## src/hdl/fifo_flags_pkg.sv

```systemverilog
// Purpose: Shared constants for the audio FIFO status and interrupt block
// Assumes: 32-bit Avalon-MM register bus, byte addresses
// Notes:   Offsets are byte addresses of aligned words
package fifo_flags_pkg;
  localparam int unsigned ADDR_W             = 12;                  // Byte address width
  localparam int unsigned DATA_W             = 32;                  // Bus data width
  localparam int unsigned LEVEL_W            = 3;                   // Sample count 0..4
  localparam int unsigned NUM_FIFO           = 4;                   // Transmit plus three receive
  localparam int unsigned NUM_RXCH           = 3;                   // PCM receive channels 5..7
  localparam logic [11:0] OFS_RX_CH5         = 12'h044;             // PCM receive ch5 data
  localparam logic [11:0] OFS_RX_CH6         = 12'h048;             // PCM receive ch6 data
  localparam logic [11:0] OFS_RX_CH7         = 12'h04C;             // PCM receive ch7 data
  localparam logic [11:0] OFS_LEVEL_FLAGS    = 12'h050;             // Level flag word
  localparam logic [11:0] OFS_IRQ_ACK        = 12'h054;             // Interrupt acknowledge
  localparam logic [11:0] OFS_IRQ_MASK       = 12'h06C;             // Interrupt mask
  localparam logic [11:0] OFS_EVT_STATUS     = 12'h070;             // Sticky events, read clears
  localparam int unsigned AF_LSB             = 24;                  // Almost-full group low bit
  localparam int unsigned HF_LSB             = 16;                  // Half-full group low bit
  localparam int unsigned AE_LSB             = 8;                   // Almost-empty group low bit
  localparam logic [2:0]  LVL_AF_MIN         = 3'h3;                // Almost full from three
  localparam logic [2:0]  LVL_HF             = 3'h2;                // Half full at exactly two
  localparam logic [2:0]  LVL_AE_MAX         = 3'h1;                // Almost empty up to one
  localparam logic [31:0] RESV_MASK          = 32'hFFFFFF00;        // Bits 7:0 reserved
  localparam logic [31:0] ZERO_WORD          = 32'h00000000;        // Reset and reserved value
endpackage

```

## src/hdl/rx_data_if.sv

```systemverilog
// Purpose: Carries receive channel data words between top and data holder
// Assumes: One clock domain
// Notes:   Pop pulses go to the sample source through the top
`timescale 1ns/100ps
interface rx_data_if;
  logic [2:0][31:0] in_data;   // Incoming channel words
  logic [2:0]       in_valid;  // Word strobes
  logic [2:0][31:0] held;      // Registered words
  modport top    (output in_data, output in_valid, input held);
  modport holder (input in_data, input in_valid, output held);
endinterface

```

## src/hdl/audio_fifo_status_flags.sv

```systemverilog
// Purpose: FIFO level flags, receive data ports and interrupt clear logic
// Assumes: Levels and data come from logic on SYS_CLK; Avalon-MM slave
// Notes:   One wait state on every access; reads answer with waitrequest low
//
// Design decision made here: register access over Avalon-MM.
`timescale 1ns/100ps
module audio_fifo_status_flags #(
  parameter int unsigned NUM_FIFO = 4         // FIFO pairs
) (
  input  wire logic        SYS_CLK,           // System clock, 250 MHz
  input  wire logic        RST_N,             // Combined reset, active low
  input  wire logic [11:0] AVS_ADDRESS,       // Byte address
  input  wire logic        AVS_READ,          // Read request
  input  wire logic        AVS_WRITE,         // Write request
  input  wire logic [31:0] AVS_WRITEDATA,     // Write data
  input  wire logic [3:0]  AVS_BYTEENABLE,    // Byte lanes
  output logic      [31:0] AVS_READDATA,      // Read data
  output logic             AVS_WAITREQUEST,   // Stall
  output logic      [1:0]  AVS_RESPONSE,      // 00 ok, 10 slave error
  input  wire logic [11:0] FIFO_LEVELS,       // Four 3-bit counts, tx in 2:0
  input  wire logic [95:0] RX_WORDS,          // Ch5 in 31:0, ch6, ch7
  input  wire logic [2:0]  RX_WORD_VALID,     // Word strobes ch5..ch7
  output logic      [2:0]  RX_WORD_POP,       // Pulse when a port is read
  output logic             IRQ                // Level interrupt
);
  logic [31:0] flags_r;        // Registered level flag word
  logic [31:0] flags_nxt;      // Next flag word
  logic [31:0] pend_r;         // Pending interrupts per flag bit
  logic [31:0] evt_r;          // Sticky pair events
  logic [31:0] mask_r;         // Interrupt mask
  logic [31:0] rdata_r;        // Read data register
  logic [1:0]  resp_r;         // Response register
  logic        ack_r;          // Access answered this cycle
  logic        req;            // Request present
  logic        wr_go;          // Write taking effect
  logic        rd_go;          // Read taking effect
  logic [31:0] wmask;          // Byte-lane write mask
  logic [31:0] rise;           // Flag bits that just rose
  logic [31:0] pair_done;      // Pairs whose both bits are clear
  rx_data_if   dif ();         // Receive word carrier

  // Flag decode of one 3-bit level: {af, hf, ae}
  function automatic logic [2:0] level_flags(input logic [2:0] lvl);
    level_flags[2] = (lvl >= fifo_flags_pkg::LVL_AF_MIN);
    level_flags[1] = (lvl == fifo_flags_pkg::LVL_HF);
    level_flags[0] = (lvl <= fifo_flags_pkg::LVL_AE_MAX);
  endfunction

  // Both bits of pair p in a word, for bit group lsb
  function automatic logic [31:0] pair_bits(input int unsigned lsb, input int unsigned p);
    pair_bits = 32'h00000000;
    pair_bits[lsb + 7 - 2*p] = 1'b1;
    pair_bits[lsb + 6 - 2*p] = 1'b1;
  endfunction

  assign dif.in_data[0] = RX_WORDS[31:0];
  assign dif.in_data[1] = RX_WORDS[63:32];
  assign dif.in_data[2] = RX_WORDS[95:64];
  assign dif.in_valid   = RX_WORD_VALID;

  rx_data_hold u_hold (
    .clk   (SYS_CLK),
    .rst_n (RST_N),
    .dif   (dif)
  );

  // Build the flag word: one decode per FIFO, copied to both channel bits
  always_comb begin
    logic [2:0] f;
    f = 3'h0;
    flags_nxt = fifo_flags_pkg::ZERO_WORD;
    for (int p = 0; p < NUM_FIFO; p++) begin
      f = level_flags(FIFO_LEVELS[3*p +: 3]);
      flags_nxt[fifo_flags_pkg::AF_LSB + 7 - 2*p] = f[2];
      flags_nxt[fifo_flags_pkg::AF_LSB + 6 - 2*p] = f[2];
      flags_nxt[fifo_flags_pkg::HF_LSB + 7 - 2*p] = f[1];
      flags_nxt[fifo_flags_pkg::HF_LSB + 6 - 2*p] = f[1];
      flags_nxt[fifo_flags_pkg::AE_LSB + 7 - 2*p] = f[0];
      flags_nxt[fifo_flags_pkg::AE_LSB + 6 - 2*p] = f[0];
    end
  end

  // Both channel bits come from one flop input, so they change together
  always_ff @(posedge SYS_CLK or negedge RST_N) begin
    if (!RST_N) begin
      flags_r <= fifo_flags_pkg::ZERO_WORD;
    end else begin
      flags_r <= flags_nxt & fifo_flags_pkg::RESV_MASK;
    end
  end

  // Bus decode; answer comes one cycle after the request is seen
  assign req             = (AVS_READ | AVS_WRITE) & ~ack_r;
  assign AVS_WAITREQUEST = (AVS_READ | AVS_WRITE) & ~ack_r;
  // A write lands only at the edge where waitrequest is sampled low
  assign wr_go           = AVS_WRITE & ack_r;
  assign rd_go           = AVS_READ & ~ack_r;
  assign AVS_READDATA    = rdata_r;
  assign AVS_RESPONSE    = resp_r;
  assign rise            = flags_nxt & ~flags_r & fifo_flags_pkg::RESV_MASK;

  always_comb begin
    for (int b = 0; b < 4; b++) begin
      wmask[8*b +: 8] = {8{AVS_BYTEENABLE[b]}};
    end
  end

  // Ack toggles high for the answer cycle only
  always_ff @(posedge SYS_CLK or negedge RST_N) begin
    if (!RST_N) begin
      ack_r <= 1'b0;
    end else begin
      ack_r <= req;
    end
  end

  // Read data and response are captured in the request cycle
  always_ff @(posedge SYS_CLK or negedge RST_N) begin
    if (!RST_N) begin
      rdata_r <= fifo_flags_pkg::ZERO_WORD;
      resp_r  <= 2'h0;
    end else if (req) begin
      resp_r  <= 2'h0;
      rdata_r <= fifo_flags_pkg::ZERO_WORD;
      unique case (AVS_ADDRESS)
        fifo_flags_pkg::OFS_RX_CH5:      rdata_r <= dif.held[0];
        fifo_flags_pkg::OFS_RX_CH6:      rdata_r <= dif.held[1];
        fifo_flags_pkg::OFS_RX_CH7:      rdata_r <= dif.held[2];
        fifo_flags_pkg::OFS_LEVEL_FLAGS: rdata_r <= flags_r;
        fifo_flags_pkg::OFS_IRQ_ACK:     rdata_r <= pend_r;
        fifo_flags_pkg::OFS_IRQ_MASK:    rdata_r <= mask_r;
        fifo_flags_pkg::OFS_EVT_STATUS:  rdata_r <= evt_r;
        default: begin
          resp_r <= 2'h2;                                  // Unmapped: slave error
        end
      endcase
    end
  end

  // Pop a data port when it is read, so the source may advance
  always_comb begin
    RX_WORD_POP    = 3'h0;
    RX_WORD_POP[0] = rd_go & (AVS_ADDRESS == fifo_flags_pkg::OFS_RX_CH5);
    RX_WORD_POP[1] = rd_go & (AVS_ADDRESS == fifo_flags_pkg::OFS_RX_CH6);
    RX_WORD_POP[2] = rd_go & (AVS_ADDRESS == fifo_flags_pkg::OFS_RX_CH7);
  end

  // Pending interrupts: set on a rising flag, cleared by writing one
  // A rise in the same cycle as the clear wins, so no event is lost
  always_ff @(posedge SYS_CLK or negedge RST_N) begin
    if (!RST_N) begin
      pend_r <= fifo_flags_pkg::ZERO_WORD;
    end else if (wr_go && AVS_ADDRESS == fifo_flags_pkg::OFS_IRQ_ACK) begin
      pend_r <= (pend_r & ~(AVS_WRITEDATA & wmask & fifo_flags_pkg::RESV_MASK)) | rise;
    end else begin
      pend_r <= pend_r | rise;
    end
  end

  // A pair counts as cleared only once both its channel bits are clear
  always_comb begin
    pair_done = fifo_flags_pkg::ZERO_WORD;
    for (int p = 0; p < NUM_FIFO; p++) begin
      for (int g = 0; g < 3; g++) begin
        if ((pend_r & pair_bits(fifo_flags_pkg::AE_LSB + 8*g, p)) == 32'h00000000) begin
          pair_done = pair_done | pair_bits(fifo_flags_pkg::AE_LSB + 8*g, p);
        end
      end
    end
  end

  // Mask register, software-written; steers the interrupt output
  always_ff @(posedge SYS_CLK or negedge RST_N) begin
    if (!RST_N) begin
      mask_r <= fifo_flags_pkg::ZERO_WORD;
    end else if (wr_go && AVS_ADDRESS == fifo_flags_pkg::OFS_IRQ_MASK) begin
      mask_r <= ((mask_r & ~wmask) | (AVS_WRITEDATA & wmask)) & fifo_flags_pkg::RESV_MASK;
    end
  end

  // Sticky event bits set on each rising flag, as pending bits are; a read of this word clears them
  // New events in the reading cycle survive the clear
  always_ff @(posedge SYS_CLK or negedge RST_N) begin
    if (!RST_N) begin
      evt_r <= fifo_flags_pkg::ZERO_WORD;
    end else if (rd_go && AVS_ADDRESS == fifo_flags_pkg::OFS_EVT_STATUS) begin
      evt_r <= rise;
    end else begin
      evt_r <= evt_r | rise;
    end
  end

  // Interrupt stays up until every pending pair is wholly cleared and events are read
  assign IRQ = |((evt_r | (pend_r & ~pair_done)) & mask_r);
endmodule

```

## src/hdl/rx_data_hold.sv

```systemverilog
// Purpose: Holds latest word of each PCM receive channel 5..7
// Assumes: Strobes come from logic on SYS_CLK
// Notes:   Read data come out of flip-flops
`timescale 1ns/100ps
module rx_data_hold (
  input  wire logic clk,            // System clock
  input  wire logic rst_n,          // Async reset, active low
  rx_data_if.holder dif             // Channel words
);
  // Capture each channel word on its strobe; zero after reset
  always_ff @(posedge clk or negedge rst_n) begin
    if (!rst_n) begin
      for (int i = 0; i < 3; i++) begin
        dif.held[i] <= fifo_flags_pkg::ZERO_WORD;
      end
    end else begin
      for (int i = 0; i < 3; i++) begin
        if (dif.in_valid[i]) begin
          dif.held[i] <= dif.in_data[i];
        end
      end
    end
  end
endmodule

```

## config.mk

```make
export PLATFORM = sky130hd
export DESIGN_NAME = audio_fifo_status_flags
export DESIGN_NICKNAME = d
export VERILOG_FILES = /design/src/hdl/fifo_flags_pkg.sv /design/src/hdl/rx_data_if.sv /design/src/hdl/audio_fifo_status_flags.sv /design/src/hdl/rx_data_hold.sv
export SDC_FILE = /design/constraint.sdc
export NUM_CORES = 1
export LEC_CHECK = 0
export BUFFER_PORTS_ARGS = -buffer_cell sky130_fd_sc_hd__buf_2
export CORE_MARGIN = 8
export CORE_UTILIZATION = 40
export CTS_CLUSTER_SIZE = 8
export DETAILED_ROUTE_END_ITERATION = 10
export PLACE_DENSITY_LB_ADDON = 0.05
export SKIP_LAST_GASP = 1
export SLEW_MARGIN = 20
export SYNTH_ARGS = -nofsm -noshare
export SYNTH_HDL_FRONTEND = slang
export SYNTH_HIERARCHICAL = 1
export SYNTH_SLANG_ARGS = --single-unit
```

## constraint.sdc

```tcl
create_clock -name SYS_CLK -period 1.4 [get_ports SYS_CLK]
set_input_delay 0.14 -clock SYS_CLK [delete_from_list [all_inputs] [get_ports SYS_CLK]]
set_output_delay 0.14 -clock SYS_CLK [all_outputs]
set_load 0.005 [all_outputs]
```

==> impl_metrics.toml <==
[run_status]
outcome = "finished with violations"
failed_checks = "setup timing"

[global_route]
grt_pass1_wl_mm = 58.6
track_usage = 0.245
antenna_found_initial = 1
first_global_vias = 9440
grt_overflow = 0
grt_max_degree = 49

[hold_path]
worstHoldEndpoint = "mask_r[30]$_DFFE_PN0P_"
min_path_cells = 3
min_from = "AVS_BYTEENABLE[3]"
hold_path_class = "in2reg"

[finish]
layout-drive-gt1-share = 0.480
layout.nets = 1457
antenna_cells = 0
syn2layout_area_growth_pct = 52.2

[worst_setup_path]
path_class = "reg2out"
r2r_cells = 7
cp.arrival_ns = 1.83
cp.required_ns = 1.26
crit_start = "pend_r[30]$_DFF_PN0_"
reg2reg_to = "AVS_READDATA[25]$_DFFE_PN0P_"
end_kind = "output pin"
reg2reg_from = "ack_r$_DFF_PN0_"
ff2ff_setup_slack_ns = -0.26
worstPathMaxFanout = 2
critPathLaunchType = "flop"

[power_and_ir_drop]
p_leak_nw = 7.34
pwr_density_cell_nw_per_um2 = 1000
max-vdd-ir-drop_v = 0.000825

[routing]
drt_iter0_markers = 517
dr.pass1.iters = 5
drcViolationCount = 0
wl_mm = 38.0
routedWlPerCell_um = 23.4
vias = 8608
postRouteAntennaNets = 0
drt-vias-per-instance = 5.30

[yosys]
yosys-top-cells-area = "dfrtp_1 52%, mux2_4 17%, a21o_1 3.8%"
yosysWarnings = 6
synth_cells = 796
postSynthAreaPerCell_um2 = 13.0
ys_async_sr_fraction = 1.00
yosysTopAreaCell = "dfrtp_1"
synth_seq_cells = 214
synth_edf_count = 0
ys.flop_type = "dfrtp_1"
synth.top_cells.by_count = "214 x dfrtp_1, 114 x mux2_4, 58 x nand2_1"
yosysMostFrequentCell = "dfrtp_1"
yosysTopAreaCellShare = 0.519
yosysUniqueCellTypes = 55
ys_seq_area_frac = 0.519
synth_area_um2 = 10300
synthesis.nets = 959

[floorplan]
num_rows = 58
core_um2 = 25300
die_w_um = 177
pin_count = 202
dieHeight_um = 177
dieArea_um2 = 31200
initial_core_util = 0.408

[timing]
finalHoldViolations = 0
drv_slew = 0
whs_ns = 0.0661
rsz0062_at_grt = "yes"
worst_slack_ns = -0.567
clock-skew-final_ns = 0.0164
timing.final.crit_share = 1.41
setup_viol = 104
fmax_ghz = 0.508
tns_ns = -17.11
finalCriticalPeriod_ns = 1.97

[placed_design]
place.gp.congestion = 0.873
place.detailed.hpwl_mm = 27.3
port_buffers = 191

[run]
drv_cap = 0

[clock_network]
clk_latency_ns = 0.55
cts_num_sinks = 214
clk_pin_slew_ns = 0.05
h-tree-depth = 1
cts_inserted_buffers = 30
cts_root_buf = "clkbuf_16"
cts_tree = "yes"
cts_buffer_depth = 3
registers in the layout, summed over array words and instances (netlist names):
register / count
mask_r: 24
evt_r: 24
flags_r: 12
u_hold/dif.held: 96
AVS_READDATA: 32
ack_r: 1
AVS_RESPONSE: 1
pend_r: 24
layer usage:
metal	track usage	wire length (um)	vias up	part of all wire
met2	0.393	17800	288	0.47
met1	0.331	16700	4297	0.44
li1	-	-	3956	-
met3	0.0481	2370	65	0.062
met4	0.0694	1120	2	0.030
met5	0	13	-	0.00034
per-stage QoR:
stage / worst slack [ns] / utilization / power [mW] / instances / cell area [um^2]
after floorplan: -0.428 / - / 7.81 / 796 / 10500
after global placement: -0.651 / 0.506 / 8.82 / 1433 / 12800
after detailed placement: -0.576 / 0.506 / 8.85 / 1433 / 12800
after CTS: -0.579 / 0.617 / 15.8 / 1627 / 15600
after global routing: -0.630 / 0.621 / 16.3 / 1624 / 15700
final: -0.567 / 0.621 / 15.7 / 1624 / 15700
kinds of logic after synthesis:
logic type / count (synthesis) / synth area share
AOI/OAI and AO/OA: 212 / 0.151
other: 1 / 0.000364
muxes: 148 / 0.200
buffers and inverters: 53 / 0.0397
DFF: 214 / 0.519
and+or+nand+nor: 168 / 0.0898
how the worst max path moves through the flow:
stage / slack (ns) / to / cells after the start
after floorplan: -0.43 / mask_r[10]$_DFFE_PN0P_ / 6
after global placement: -0.65 / AVS_READDATA[14]$_DFFE_PN0P_ / 8
after detailed placement: -0.58 / AVS_READDATA[14]$_DFFE_PN0P_ / 8
after CTS: -0.58 / IRQ / 5
after global routing: -0.63 / IRQ / 6
final: -0.57 / IRQ / 5
report_power, final:
group	switching [mW]	internal [mW]	leakage, nW
Sequential	0.259	6.56	2.48
Clock	2.49	3.88	0.389
Combinational	1.06	1.46	4.48
Total	3.81	11.9	7.34
worst max-delay path: stages, from the launching register on:
cell	delay [ns]
dfrtp_1	0.39
o21ai_2	0.21
nand4_1	0.14
nor4_2	0.28
nand2_1	0.12
buf_2	0.15
placed cells by master (no fill, tap or decap), types with 5 or more instances in the layout:
cell,count
dfrtp_1,213
buf_2,190
buf_4,148
dlygate4sd3_1,140
mux2_4,114
a21o_1,52
nand2_1,46
nor2_1,33
clkbuf_16,32
a22o_1,26
mux2i_1,25
o21ai_0,16
buf_6,16
o21ai_1,14
buf_12,14
nand2_2,12
nor2b_1,12
a221oi_2,12
o22ai_1,11
o21ai_2,10
mux2_2,9
a22oi_1,9
a32oi_1,8
nor3_1,7
buf_8,7
nand4_1,6
a22oi_2,6
a32o_1,6
and3_1,5
nand3_1,5
a221oi_1,5
a221oi_4,5
area by class of cell:
type | instances | area (um^2)
clock buffer | 32 | 790
tap | 330 | 413
sequential | 214 | 5360
timing repair buffer | 517 | 4080
fill | 2024 | 9570
multi-input combinational | 529 | 5040
inverter | 2 | 10.0
repair_timing:
| item | 4_1_cts | 5_1_grt |
|---|---|---|
| buffers inserted | 19 | 5 |
| pin swaps | 23 | 19 |
| cloned | 6 | 0 |
| hold buffers | 140 | 0 |
| resized for setup | 92 | 56 |
| hold endpoints to repair | 370 | 0 |
| setup endpoints to repair | 86 | 106 |
Note: power is estimated with default switching activity, not from simulation.
